## src/pkg/odrs_pkg.sv

```systemverilog
// package: constants, register map and types of the off-line reload sequencer
package odrs_pkg;
  // clock and panel timing
  localparam int CLK_PERIOD_NS = 5;
  localparam int DEBOUNCE_NS = 10_000_000;
  localparam int BLINK_HALF_NS = 250_000_000;
  localparam int DEBOUNCE_CYC = (DEBOUNCE_NS + CLK_PERIOD_NS - 1) / CLK_PERIOD_NS;
  localparam int BLINK_CYC = BLINK_HALF_NS / CLK_PERIOD_NS;

  // switch settings that select a reload, and the CRC retry limit
  localparam logic [2:0] MODE_RELOAD = 3'h6;
  localparam logic [2:0] CLASS_PLAIN = 3'h0;
  localparam logic [2:0] CLASS_VERIFY = 3'h1;
  localparam logic [4:0] CRC_RETRY_MAX = 5'h10;

  // two-digit display codes
  localparam logic [7:0] CODE_DONE = 8'h00;
  localparam logic [7:0] CODE_CMP = 8'h30;
  localparam logic [7:0] CODE_FLP_RD = 8'h41;
  localparam logic [7:0] CODE_BAD_ID = 8'h42;
  localparam logic [7:0] CODE_HD_WR = 8'h43;
  localparam logic [7:0] CODE_CRC = 8'h44;
  localparam logic [7:0] CODE_DDM = 8'h45;

  // register map, byte addresses
  localparam logic [7:0] ADDR_STATUS = 8'h00;
  localparam logic [7:0] ADDR_MASK = 8'h04;
  localparam logic [7:0] ADDR_CTRL = 8'h08;
  localparam logic [7:0] ADDR_STATE = 8'h0C;
  localparam logic [7:0] ADDR_VOLUME = 8'h10;

  // event bits of status and mask
  localparam int EV_W = 4;
  localparam int EV_VOL_DONE = 0;
  localparam int EV_ERROR = 1;
  localparam int EV_DDM = 2;
  localparam int EV_ABORT = 3;
  localparam logic [EV_W-1:0] MASK_RST = 4'h0;
  localparam logic PANEL_EN_RST = 1'b1;

  // work handed to the disk side, one per request
  typedef enum logic [1:0] {
    OP_ID,
    OP_FRD,
    OP_HWR,
    OP_CMP
  } odrs_op_t;

  typedef enum logic [3:0] {
    ST_IDLE,
    ST_HELD,
    ST_LOCK,
    ST_ID,
    ST_RD,
    ST_WR,
    ST_VF,
    ST_DONE,
    ST_ERR,
    ST_ABORT
  } odrs_state_t;
endpackage : odrs_pkg

```

## src/core/odrs_debounce.sv

```systemverilog
// execute pushbutton synchroniser and debouncer
`timescale 1ns/100ps
module odrs_debounce #(
  parameter int CYC = odrs_pkg::DEBOUNCE_CYC // cycles the pin must stay changed
) (
  input wire logic clk_sys, // system clock
  input wire logic rst, // asynchronous reset, high
  input wire logic btn_raw, // pushbutton pin, high while pressed
  output logic held, // clean level, high while pressed
  output logic released // one-cycle pulse on a clean release
);
  localparam int CW = $clog2(CYC + 1);
  localparam logic [CW-1:0] CNT_END = CW'(CYC - 1);

  typedef struct packed {
    logic sync1;
    logic sync2;
    logic clean;
    logic rel;
    logic [CW-1:0] cnt;
  } odrs_db_t;

  odrs_db_t db_ff;
  odrs_db_t nxt_db;

  // a change counts only after it held for the whole settle time,
  // so contact bounce cannot make two releases out of one press
  always_comb begin
    nxt_db = db_ff;
    nxt_db.sync1 = btn_raw;
    nxt_db.sync2 = db_ff.sync1;
    nxt_db.rel = 1'b0;
    if (db_ff.sync2 == db_ff.clean) begin
      nxt_db.cnt = '0;
    end else if (db_ff.cnt == CNT_END) begin
      nxt_db.cnt = '0;
      nxt_db.clean = db_ff.sync2;
      nxt_db.rel = db_ff.clean;
    end else begin
      nxt_db.cnt = db_ff.cnt + 1'b1;
    end
  end

  // state register
  always_ff @(posedge clk_sys or posedge rst) begin
    if (rst) begin
      db_ff <= '0;
    end else begin
      db_ff <= nxt_db;
    end
  end

  assign held = db_ff.clean;
  assign released = db_ff.rel;
endmodule : odrs_debounce

```

## src/core/odrs_reload_seq.sv

```systemverilog
// off-line reload sequencer: copies backup floppy volumes back onto the hard disk
`timescale 1ns/100ps
module odrs_reload_seq #(
  parameter int DEBOUNCE_CYC = odrs_pkg::DEBOUNCE_CYC, // button settle time in cycles
  parameter int BLINK_CYC = odrs_pkg::BLINK_CYC // half period of the error blink
) (
  input wire logic clk_sys, // system clock, 200 MHz
  input wire logic rst, // asynchronous reset, high
  input wire logic exec_btn, // execute pushbutton pin, high while pressed
  input wire logic [2:0] mode_sw, // mode switch pins
  input wire logic [2:0] class_sw, // class switch pins
  output odrs_pkg::odrs_op_t op_code, // work requested from the disk side
  output logic op_req, // one-cycle request strobe
  input wire logic op_done, // one-cycle answer strobe
  input wire logic op_hard, // answer: hard error
  input wire logic op_crc, // answer: CRC error, may be retried
  input wire logic op_ddm, // answer: sector had a deleted data mark
  input wire logic op_last, // answer: last sector of this volume
  input wire logic op_mismatch, // answer: verify compare failed
  input wire logic id_ok, // identifier answer: format valid
  input wire logic [7:0] id_vol, // identifier answer: volume number
  input wire logic [7:0] id_ver, // identifier answer: backup version
  output logic door_lock, // floppy door lock, high locks
  output logic [7:0] seg_digits, // two display digits, high nibble left
  output logic seg_lit, // digits lit; toggles while blinking
  output logic fault_lamp, // general fault lamp
  output logic flp_lamp, // floppy drive error lamp
  output logic hd_lamp, // hard disk error lamp
  output logic irq, // level interrupt
  input wire logic [7:0] reg_addr, // register byte address
  input wire logic [31:0] reg_wdata, // register write data
  input wire logic reg_wr, // write strobe
  input wire logic reg_rd, // read strobe
  output logic [31:0] reg_rdata // read data, valid the cycle after reg_rd
);
  localparam int BW = $clog2(BLINK_CYC + 1);
  localparam logic [BW-1:0] BLINK_END = BW'(BLINK_CYC - 1);

  typedef struct packed {
    odrs_pkg::odrs_state_t state;
    logic [2:0] msync1;
    logic [2:0] msync2;
    logic [2:0] csync1;
    logic [2:0] csync2;
    odrs_pkg::odrs_op_t op_code;
    logic op_req;
    logic busy;
    logic [4:0] retry;
    logic cont;
    logic verify;
    logic ver_valid;
    logic [7:0] ver;
    logic [7:0] vol;
    logic last;
    logic [7:0] disp;
    logic blink;
    logic lit;
    logic [BW-1:0] blink_cnt;
    logic door;
    logic fault;
    logic flp_lamp;
    logic hd_lamp;
    logic [odrs_pkg::EV_W-1:0] status;
    logic [odrs_pkg::EV_W-1:0] mask;
    logic panel_en;
    logic irq;
    logic [31:0] rdata;
  } odrs_seq_t;

  odrs_seq_t st_ff;
  odrs_seq_t nxt_st;
  logic btn_held;
  logic btn_rel;

  // switch setting that names a reload variant
  function automatic logic is_reload(input logic [2:0] m, input logic [2:0] c);
    return (m == odrs_pkg::MODE_RELOAD)
      && (c == odrs_pkg::CLASS_PLAIN || c == odrs_pkg::CLASS_VERIFY);
  endfunction : is_reload

  // register address match for a bus strobe
  function automatic logic hit(input logic stb, input logic [7:0] a, input logic [7:0] off);
    return stb && (a == off);
  endfunction : hit

  odrs_debounce #(
    .CYC(DEBOUNCE_CYC)
  ) u_btn (
    .clk_sys(clk_sys),
    .rst(rst),
    .btn_raw(exec_btn),
    .held(btn_held),
    .released(btn_rel)
  );

  // sequencer, display, lamps and register file in one next-state process
  always_comb begin
    odrs_pkg::odrs_op_t issue_op;
    logic issue;
    logic go_err;
    logic go_abort;
    logic hd_side;
    logic [7:0] err_code;
    logic [odrs_pkg::EV_W-1:0] ev;
    logic [odrs_pkg::EV_W-1:0] clr;
    issue_op = st_ff.op_code;
    issue = 1'b0;
    go_err = 1'b0;
    go_abort = 1'b0;
    hd_side = 1'b0;
    err_code = odrs_pkg::CODE_DONE;
    ev = '0;
    clr = '0;
    nxt_st = st_ff;
    nxt_st.msync1 = mode_sw;
    nxt_st.msync2 = st_ff.msync1;
    nxt_st.csync1 = class_sw;
    nxt_st.csync2 = st_ff.csync1;
    nxt_st.op_req = 1'b0;
    nxt_st.rdata = '0;

    // blink divider: digits stay lit unless an error code is shown
    if (st_ff.blink_cnt == BLINK_END) begin
      nxt_st.blink_cnt = '0;
      nxt_st.lit = ~st_ff.lit;
    end else begin
      nxt_st.blink_cnt = st_ff.blink_cnt + 1'b1;
    end
    if (!st_ff.blink) begin
      nxt_st.lit = 1'b1;
    end

    unique case (st_ff.state)
      odrs_pkg::ST_IDLE, odrs_pkg::ST_DONE, odrs_pkg::ST_ERR, odrs_pkg::ST_ABORT: begin
        // the panel is ignored while software has it switched off
        if (btn_held && st_ff.panel_en) begin
          nxt_st.state = odrs_pkg::ST_HELD;
          nxt_st.blink = 1'b0;
        end
      end
      odrs_pkg::ST_HELD: begin
        nxt_st.disp = {1'b0, st_ff.msync2, 1'b0, st_ff.csync2};
        if (btn_rel) begin
          if (is_reload(st_ff.msync2, st_ff.csync2)) begin
            nxt_st.state = odrs_pkg::ST_LOCK;
            nxt_st.door = 1'b1;
            nxt_st.verify = (st_ff.csync2 == odrs_pkg::CLASS_VERIFY);
            nxt_st.ver_valid = st_ff.cont && st_ff.ver_valid;
            nxt_st.fault = 1'b0;
            nxt_st.flp_lamp = 1'b0;
            nxt_st.hd_lamp = 1'b0;
            nxt_st.retry = '0;
          end else begin
            // any other setting hands the unit back to normal operation
            nxt_st.state = odrs_pkg::ST_IDLE;
            nxt_st.cont = 1'b0;
            nxt_st.door = 1'b0;
          end
        end
      end
      odrs_pkg::ST_LOCK: begin
        issue = 1'b1;
        issue_op = odrs_pkg::OP_ID;
        nxt_st.state = odrs_pkg::ST_ID;
      end
      odrs_pkg::ST_ID, odrs_pkg::ST_RD, odrs_pkg::ST_WR, odrs_pkg::ST_VF: begin
        hd_side = (st_ff.state == odrs_pkg::ST_WR);
        if (op_done && st_ff.busy) begin
          nxt_st.busy = 1'b0;
          if (op_hard) begin
            if (hd_side) begin
              go_abort = 1'b1;
              err_code = odrs_pkg::CODE_HD_WR;
            end else begin
              go_err = 1'b1;
              err_code = odrs_pkg::CODE_FLP_RD;
            end
          end else if (op_crc) begin
            if (st_ff.retry == odrs_pkg::CRC_RETRY_MAX) begin
              go_abort = 1'b1;
              err_code = odrs_pkg::CODE_CRC;
            end else begin
              nxt_st.retry = st_ff.retry + 1'b1;
              issue = 1'b1;
            end
          end else begin
            nxt_st.retry = '0;
            unique case (st_ff.state)
              odrs_pkg::ST_ID: begin
                if (!id_ok || (st_ff.ver_valid && id_ver != st_ff.ver)) begin
                  go_err = 1'b1;
                  err_code = odrs_pkg::CODE_BAD_ID;
                end else begin
                  nxt_st.vol = id_vol;
                  nxt_st.ver = id_ver;
                  nxt_st.ver_valid = 1'b1;
                  nxt_st.disp = id_vol;
                  issue = 1'b1;
                  issue_op = odrs_pkg::OP_FRD;
                  nxt_st.state = odrs_pkg::ST_RD;
                end
              end
              odrs_pkg::ST_RD: begin
                if (op_ddm) begin
                  // report, but the questionable data is still written
                  ev[odrs_pkg::EV_DDM] = 1'b1;
                  nxt_st.disp = odrs_pkg::CODE_DDM;
                  nxt_st.blink = 1'b1;
                  nxt_st.fault = 1'b1;
                  nxt_st.flp_lamp = 1'b1;
                end
                nxt_st.last = op_last;
                issue = 1'b1;
                issue_op = odrs_pkg::OP_HWR;
                nxt_st.state = odrs_pkg::ST_WR;
              end
              odrs_pkg::ST_WR: begin
                issue = !st_ff.last || st_ff.verify;
                issue_op = st_ff.last ? odrs_pkg::OP_CMP : odrs_pkg::OP_FRD;
                nxt_st.state = !st_ff.last ? odrs_pkg::ST_RD
                  : (st_ff.verify ? odrs_pkg::ST_VF : odrs_pkg::ST_DONE);
              end
              default: begin
                if (op_mismatch) begin
                  go_err = 1'b1;
                  err_code = odrs_pkg::CODE_CMP;
                end else if (op_last) begin
                  nxt_st.state = odrs_pkg::ST_DONE;
                end else begin
                  issue = 1'b1;
                  issue_op = odrs_pkg::OP_CMP;
                end
              end
            endcase
            if (nxt_st.state == odrs_pkg::ST_DONE && !go_err) begin
              nxt_st.door = 1'b0;
              nxt_st.disp = odrs_pkg::CODE_DONE;
              nxt_st.blink = 1'b0;
              nxt_st.cont = 1'b1;
              ev[odrs_pkg::EV_VOL_DONE] = 1'b1;
            end
          end
        end
      end
    endcase

    // error ends the volume: door opens so the operator can swap disks
    if (go_err || go_abort) begin
      nxt_st.state = go_abort ? odrs_pkg::ST_ABORT : odrs_pkg::ST_ERR;
      nxt_st.cont = go_err;
      nxt_st.door = 1'b0;
      nxt_st.disp = err_code;
      nxt_st.blink = 1'b1;
      nxt_st.fault = 1'b1;
      nxt_st.hd_lamp = st_ff.hd_lamp || hd_side;
      nxt_st.flp_lamp = st_ff.flp_lamp || !hd_side;
      ev[odrs_pkg::EV_ERROR] = 1'b1;
      ev[odrs_pkg::EV_ABORT] = go_abort;
    end

    // one request strobe per piece of work; the op code holds until the next
    if (issue) begin
      nxt_st.op_req = 1'b1;
      nxt_st.op_code = issue_op;
      nxt_st.busy = 1'b1;
    end

    // register writes; a new event beats a clear in the same cycle
    if (hit(reg_wr, reg_addr, odrs_pkg::ADDR_STATUS)) begin
      clr = reg_wdata[odrs_pkg::EV_W-1:0];
    end
    if (hit(reg_wr, reg_addr, odrs_pkg::ADDR_MASK)) begin
      nxt_st.mask = reg_wdata[odrs_pkg::EV_W-1:0];
    end
    if (hit(reg_wr, reg_addr, odrs_pkg::ADDR_CTRL)) begin
      nxt_st.panel_en = reg_wdata[0];
    end
    nxt_st.status = (st_ff.status & ~clr) | ev;
    nxt_st.irq = |(nxt_st.status & nxt_st.mask);

    // register reads; unmapped addresses read as zero
    if (hit(reg_rd, reg_addr, odrs_pkg::ADDR_STATUS)) begin
      nxt_st.rdata = 32'(st_ff.status);
    end else if (hit(reg_rd, reg_addr, odrs_pkg::ADDR_MASK)) begin
      nxt_st.rdata = 32'(st_ff.mask);
    end else if (hit(reg_rd, reg_addr, odrs_pkg::ADDR_CTRL)) begin
      nxt_st.rdata = 32'(st_ff.panel_en);
    end else if (hit(reg_rd, reg_addr, odrs_pkg::ADDR_STATE)) begin
      nxt_st.rdata = {16'h0000, st_ff.disp, st_ff.retry[3:0], st_ff.state};
    end else if (hit(reg_rd, reg_addr, odrs_pkg::ADDR_VOLUME)) begin
      nxt_st.rdata = {15'h0000, st_ff.ver_valid, st_ff.ver, st_ff.vol};
    end
  end

  // state register
  always_ff @(posedge clk_sys or posedge rst) begin
    if (rst) begin
      st_ff <= '0;
      st_ff.mask <= odrs_pkg::MASK_RST;
      st_ff.panel_en <= odrs_pkg::PANEL_EN_RST;
      st_ff.lit <= 1'b1;
    end else begin
      st_ff <= nxt_st;
    end
  end

  assign op_code = st_ff.op_code;
  assign op_req = st_ff.op_req;
  assign door_lock = st_ff.door;
  assign seg_digits = st_ff.disp;
  assign seg_lit = st_ff.lit;
  assign fault_lamp = st_ff.fault;
  assign flp_lamp = st_ff.flp_lamp;
  assign hd_lamp = st_ff.hd_lamp;
  assign irq = st_ff.irq;
  assign reg_rdata = st_ff.rdata;

  logic answer_ok;
  assign answer_ok = op_done && st_ff.busy && !op_hard && !op_crc;
endmodule : odrs_reload_seq

```

## config.mk

```make
export PLATFORM = sky130hd
export DESIGN_NAME = odrs_reload_seq
export DESIGN_NICKNAME = d
export VERILOG_FILES = /design/src/pkg/odrs_pkg.sv /design/src/core/odrs_debounce.sv /design/src/core/odrs_reload_seq.sv
export SDC_FILE = /design/constraint.sdc
export NUM_CORES = 1
export LEC_CHECK = 0
export ABC_CLOCK_PERIOD_IN_PS = 8300
export BUFFER_PORTS_ARGS = -buffer_cell sky130_fd_sc_hd__buf_2
export CAP_MARGIN = 15
export CORE_ASPECT_RATIO = 0.8
export CORE_MARGIN = 5
export CORE_UTILIZATION = 25
export CTS_CLUSTER_DIAMETER = 100
export DETAILED_ROUTE_END_ITERATION = 12
export PLACE_DENSITY = 0.4
export SETUP_SLACK_MARGIN = 0.4
export SLEW_MARGIN = 20
export SYNTH_ARGS = -nofsm -noshare
export SYNTH_HDL_FRONTEND = slang
export SYNTH_SLANG_ARGS = --single-unit
```

## constraint.sdc

```tcl
create_clock -name clk_sys -period 8.3 [get_ports clk_sys]
set_input_delay 0 -clock clk_sys [delete_from_list [all_inputs] [get_ports clk_sys]]
set_output_delay 0 -clock clk_sys [all_outputs]
set_load 0.02 [all_outputs]
```

**Word-level counts from Yosys, hierarchy flattened**

Index checks and enable logic that the tools add are counted.

- $add $sub $neg: 3
- Equality and inequality tests: 48
- Muxes and demuxes: 134
- Bitwise operators: 9
- Reductions and logical operators: 55

Operators with widths:

| cell | count |
|---|---|
| $mux W17 | 7 |
| $mux W27 | 3 |
| $mux W4 | 17 |
| $mux W1 | 55 |
| $mux W8 | 6 |
| $pmux W8 S2 | 3 |
| $mux W21 | 2 |
| $ne A3 B3 Y1 const B | 11 |
| $mux W2 | 14 |
| $mux W9 | 3 |
| $add A26 B1 Y26 const B | 1 |
| $eq A26 B26 Y1 const B | 1 |
| $mux W26 | 1 |
| $ne A5 B5 Y1 const B | 5 |
| $reduce_and A8 Y1 | 3 |
| $add A21 B1 Y21 const B | 1 |
| $eq A21 B21 Y1 const B | 1 |
| $mux W7 | 3 |
| $reduce_and A7 Y1 | 3 |
| $eq A4 B3 Y1 const B | 5 |
| $reduce_and A6 Y1 | 3 |
| $eq A8 B4 Y1 const B | 2 |
| $pmux W4 S4 | 1 |
| $mux W5 | 3 |
| other kinds (41) | 95 |

- Register bits: 152
- Input port bits: 74

**Depth between registers and ports, before layout**

- Depth in word-level cells: 19
- Gate-level depth with buffers: 10
- Depth with buffers taken out: 9

**Cells and area by module**

From an unflattened synthesis, not the netlist that was laid out.

- Cells, all modules: 683
- Area, all modules: 7146.9 µm²

By module, submodules not included:

| module | instances | cells an instance | area an instance (µm²) | seq. area each (µm²) |
|---|---|---|---|---|
| odrs_reload_seq | 1 | 564 | 5891.9 | 2805.2 |
| odrs_debounce | 1 | 119 | 1255.0 | 625.6 |

**Least setup slack after synthesis**

No wires, ideal clock.

- Path kind: reg-to-reg
- Start: register st_ff[96] (netlist name)
- End: register st_ff[83] (netlist name)
- Library setup time: 0.125 ns
- Arrival time: 2.020 ns
- Required time: 8.175 ns
- Slack: 6.155 ns
- Stages on the path, launching flop included: 8
- Buffers on the path: 1
- Clock period less this slack: 2.145 ns
- Cells stage by stage: dfrtp_1 -> xor2_1 -> nor4_1 -> a21boi_0 -> nand3b_1 -> nor2_2 -> buf_4 -> mux2_2

- Longest elaborated chain between the ends: 5

Ends and longest elaborated chain:

| element | line | source |
|---|---|---|
| from (decl) | odrs_reload_seq.sv:70 | `odrs_seq_t st_ff;` |
| from (signal assigned) | odrs_reload_seq.sv:303 | `st_ff <= nxt_st;` |
| $ne A8 B8 Y1 | odrs_reload_seq.sv:190 | `if (!id_ok \|\| (st_ff.ver_valid && id_ver != st_ff.ver)) begin` |
| $logic_and A1 B1 Y1 | odrs_reload_seq.sv:190 |  |
| $logic_or A1 B1 Y1 | odrs_reload_seq.sv:190 |  |
| $not A1 Y1 (no line) | -- |  |
| $reduce_and A6 Y1 (no line) | -- |  |

No other way between the ends.
A chain may end at the register's enable or synchronous reset.

**Worst setup path in the final report**

- Start: register st_ff[125] (netlist name)
- End: register st_ff, in the netlist seg_digits[0]

- Longest elaborated chain between the ends: 15
- Elaborated cells on any way between the ends: 53
- Those cells by class: eq/ne: 12; mux: 34; reduce/logical: 7

Ends and longest elaborated chain:

| element | line | source |
|---|---|---|
| $mux W4, or another cell as far along | odrs_reload_seq.sv:227 | `end else if (op_last) begin` |
| $mux W4 or $reduce_or A2 Y1 (tied branches) | -- |  |
| $pmux W4 S3 or $pmux W1 S2 (tied branches) | odrs_reload_seq.sv:188 | `unique case (st_ff.state)` |
| $mux W4 or $mux W1 (tied branches) | odrs_reload_seq.sv:178 | `end else if (op_crc) begin` |
| $mux W4 or $mux W1 (tied branches) | odrs_reload_seq.sv:170 | `if (op_hard) begin` |
| $mux W4 or $mux W1 (tied branches) | odrs_reload_seq.sv:168 | `if (op_done && st_ff.busy) begin` |
| $mux W4 or $mux W1 (tied branches) | odrs_reload_seq.sv:133 | `unique case (st_ff.state)` |
| $eq A4 B3 Y1 or $logic_not A1 Y1 (tied branches) | odrs_reload_seq.sv:235 | `if (nxt_st.state == odrs_pkg::ST_DONE && !go_err) begin` |
| $logic_and A1 B1 Y1 | odrs_reload_seq.sv:235 |  |
| $mux W9 | odrs_reload_seq.sv:235 |  |
| $mux W27 | odrs_reload_seq.sv:178 |  |
| $mux W27 | odrs_reload_seq.sv:170 |  |
| $mux W27 | odrs_reload_seq.sv:168 |  |
| $pmux W8 S2 | odrs_reload_seq.sv:133 |  |
| $mux W9 | odrs_reload_seq.sv:248 | `if (go_err \|\| go_abort) begin` |

Several ways; a longest one is shown, not always the timed one. The select of a mux whose other input is x is not followed.

==> flow_summary.ini <==
[status]
status = finished clean

[clock_tree]
root_buffer = clkbuf_16
cts_tree = built
insertion_delay_ps = 420
cts_sinks = 137
cts_buffers = 17
cts_max_path_buffers = 2
htreeDepth = 4
path_clk_slew_ps = 60
post_cts_buffers = 0

[timing]
report.final.hold_viol_count = 0
clock.fmax_mhz = 312
tightest_slew_ps = 960
worst_hold_slack_ps = 71.0
finalSetupTns_ps = 0
clock_skew_ps = 8.12
max_slew_margin = 0.360
setup_viol = 0
rsz0062_at_grt = no
fin_crit_sh = 0.386
period_needed_ps = 3200
final_max_slew_viol_count = 0

[power_and_ir_drop]
p_seq_frac = 0.421
max-vdd-ir-drop_v = 0.000143
internal-power_mw = 1.26
comb_power_share = 0.042
p_leak_nw = 3.85
clockPowerShare = 0.538
p_sw_mw = 0.349
switching_share = 0.216
powerDensity_nw_per_um2 = 191

[finish]
final_common_cell = dfrtp_1
nFillCells = 2883
fin_nets = 846
area_growth_pct = 22.1
final_cell_mix = dfrtp_1 (135), buf_2 (79), nor2_1 (71)
n_antenna_cell = 0
drive_above_1_share = 0.204

[routing]
initialDrtViolationCount = 320
dr.pass1.iters = 4
viasPerCell = 4.48
highest_layer = met5
ant_nets = 0
avgRoutedWirePerCell_um = 16.3
drt-met1-wl_mm = 9.53
vias = 5134
drc = 0
met2_length_mm = 7.89
wirelength_mm = 18.6
wl_met3_mm = 1.03

[die]
rows = 54
floorplan.initialDensity = 0.253
dieArea_sq_um = 31100
die_h_um = 159
die_width_um = 196
ioPinCount = 123
core_region_area_sq_um = 27300

[place]
gp_congestion = 0.803
port_buffers = 79
dp_hpwl_mm = 13.5

[grt]
grt_pass1_wl_mm = 29.8
grt_max_degree = 70
grt_pass1_vias = 5143
gr-usage-all-layers = 0.121
overflow = 0
antenna_found_initial = 1

[synthesis]
async_reset_ff_frac = 1.00
yosysWarnings = 0
netlist_instances = 680
synthFlopType = dfrtp_1
yosys.area.top_type_share = 0.489
synth_edf_count = 0
synth_seq_area_share = 0.496
synthTopCellsByArea = dfrtp_1 (49%), buf_4 (4.8%), xor2_1 (4.3%)
synth.avg_cell_area_sq_um = 10.2
yosys.area.top_type = dfrtp_1
ys_ff_latch = 137
synthesis.area_sq_um = 6910
yosysUniqueCellTypes = 74

[critical_path]
worst_setup_path_start_kind = register
path_max_fanout = 25
arrival_ps = 3500
critPathLaunch = st_ff[125]
required_ps = 8600
path_class = reg -> reg
r2r-start = st_ff[125]
endpoint_kind = register

[worst_hold_path]
min-delay-start = op_mismatch
min_path_type = in -> reg

[flow_run]
cap_violations = 0
-- synthesized netlist by cell type (3+ instances only) --
cell type	number
nand2_1	60
buf_2	8
a22o_1	14
o221ai_1	3
nand3_1	30
a21oi_1	31
nor4b_1	3
o2bb2ai_1	4
a211oi_1	3
a2bb2oi_1	3
nor2_1	71
buf_4	44
a21o_1	7
nand4_1	11
inv_1	14
o21ai_0	21
mux2i_1	5
or3_1	3
mux2_2	22
a21boi_0	3
ha_1	4
nor2b_1	3
nor3_1	11
dfrtp_1	135
xnor2_1	17
nand3b_1	3
and2_1	6
o22ai_1	4
and3_1	12
o211ai_1	6
nor4_1	7
xor2_1	34
nand2b_1	14
clkbuf_1	8
a221oi_1	5
and4_1	3
-- critical path, stage by stage, from the launching register on --
cell      delay (ps)
dfrtp_1          900
nand2b_1         310
o32a_1           350
a21oi_1          520
a21o_1           230
and3_1           400
o211ai_1         210
o221a_2          170
-- through the flow --
| stage | instances | area (sq um) | power [mW] | setup WS (ps) | util |
|---|---|---|---|---|---|
| after detailed placement | 1079 | 7430 | 0.747 | 5170 | 0.272 |
| after CTS | 1145 | 8440 | 1.64 | 5160 | 0.309 |
| after global routing | 1145 | 8440 | 1.68 | 4960 | 0.309 |
| after global placement | 1079 | 7430 | 0.748 | 5150 | 0.272 |
| after floorplan | 694 | 6960 | 0.725 | 4640 | - |
| final | 1145 | 8440 | 1.61 | 5100 | 0.309 |
-- power by group through the flow --
stage / clock network, mW / logic, mW / registers (mW)
floorplan: 0 / 0.0360 / 0.689
global placement: 0 / 0.0567 / 0.691
detailed placement: 0 / 0.0563 / 0.691
CTS: 0.894 / 0.0694 / 0.679
global route: 0.926 / 0.0759 / 0.679
finish: 0.868 / 0.0675 / 0.679
-- layout make-up --
class                      instances  area (sq um)  area share
clock inverter                    15           245      0.0290
multi-input combinational        480          3050       0.362
sequential                       137          3430       0.406
inverter                          14          57.6     0.00682
tap                              364           455      0.0539
timing repair buffer             118           773      0.0916
clock buffer                      17           425      0.0504
-- final timing paths --
path | to | slack [ps] | depth (start not counted)
max | seg_digits[0] | 5100 | 7
min reg2reg | u_btn.db_ff[23] | 350 | 0
min | seg_digits[6] | 70 | 4
max in group asynchronous | seg_digits[4] | 6700 | 4
min in group asynchronous | st_ff[46] | 230 | 3
max reg2reg | seg_digits[0] | 5100 | 7
-- routing by layer --
layer | track usage | vias up
li1 | - | 2531
met1 | 0.180 | 2470
met2 | 0.171 | 115
met3 | 0.0354 | 16
met4 | 0.0314 | 2
met5 | 0 | -
-- logic make-up (layout without fill, tap and decap cells) --
kind of cell	count (synthesis)	count (layout)	share of synthesized area
adders and majority gates	4	4	0.00724
xor gates and xnor gates	51	51	0.0646
DFF	137	137	0.496
other	1	15	0.000543
and+or+nand+nor	252	252	0.184
AOI/OAI and AO/OA	129	129	0.131
muxes	29	29	0.0474
buffers and inverters	77	164	0.0693
-- flip-flops by register name (all words and copies together) (netlist names), 2 cells and up --
signal,cells
op_code,2
st_ff,72
nxt_st,6
reg_rdata,17
seg_digits,8
u_btn.db_ff,23
-- what timing repair did --
| item | in CTS | in global routing |
|---|---|---|
| hold buffers | 34 | 0 |
| resized for setup | 0 | 0 |
| endpoints found under the hold margin | 112 | 0 |
Note: power is estimated with default switching activity, not from simulation.
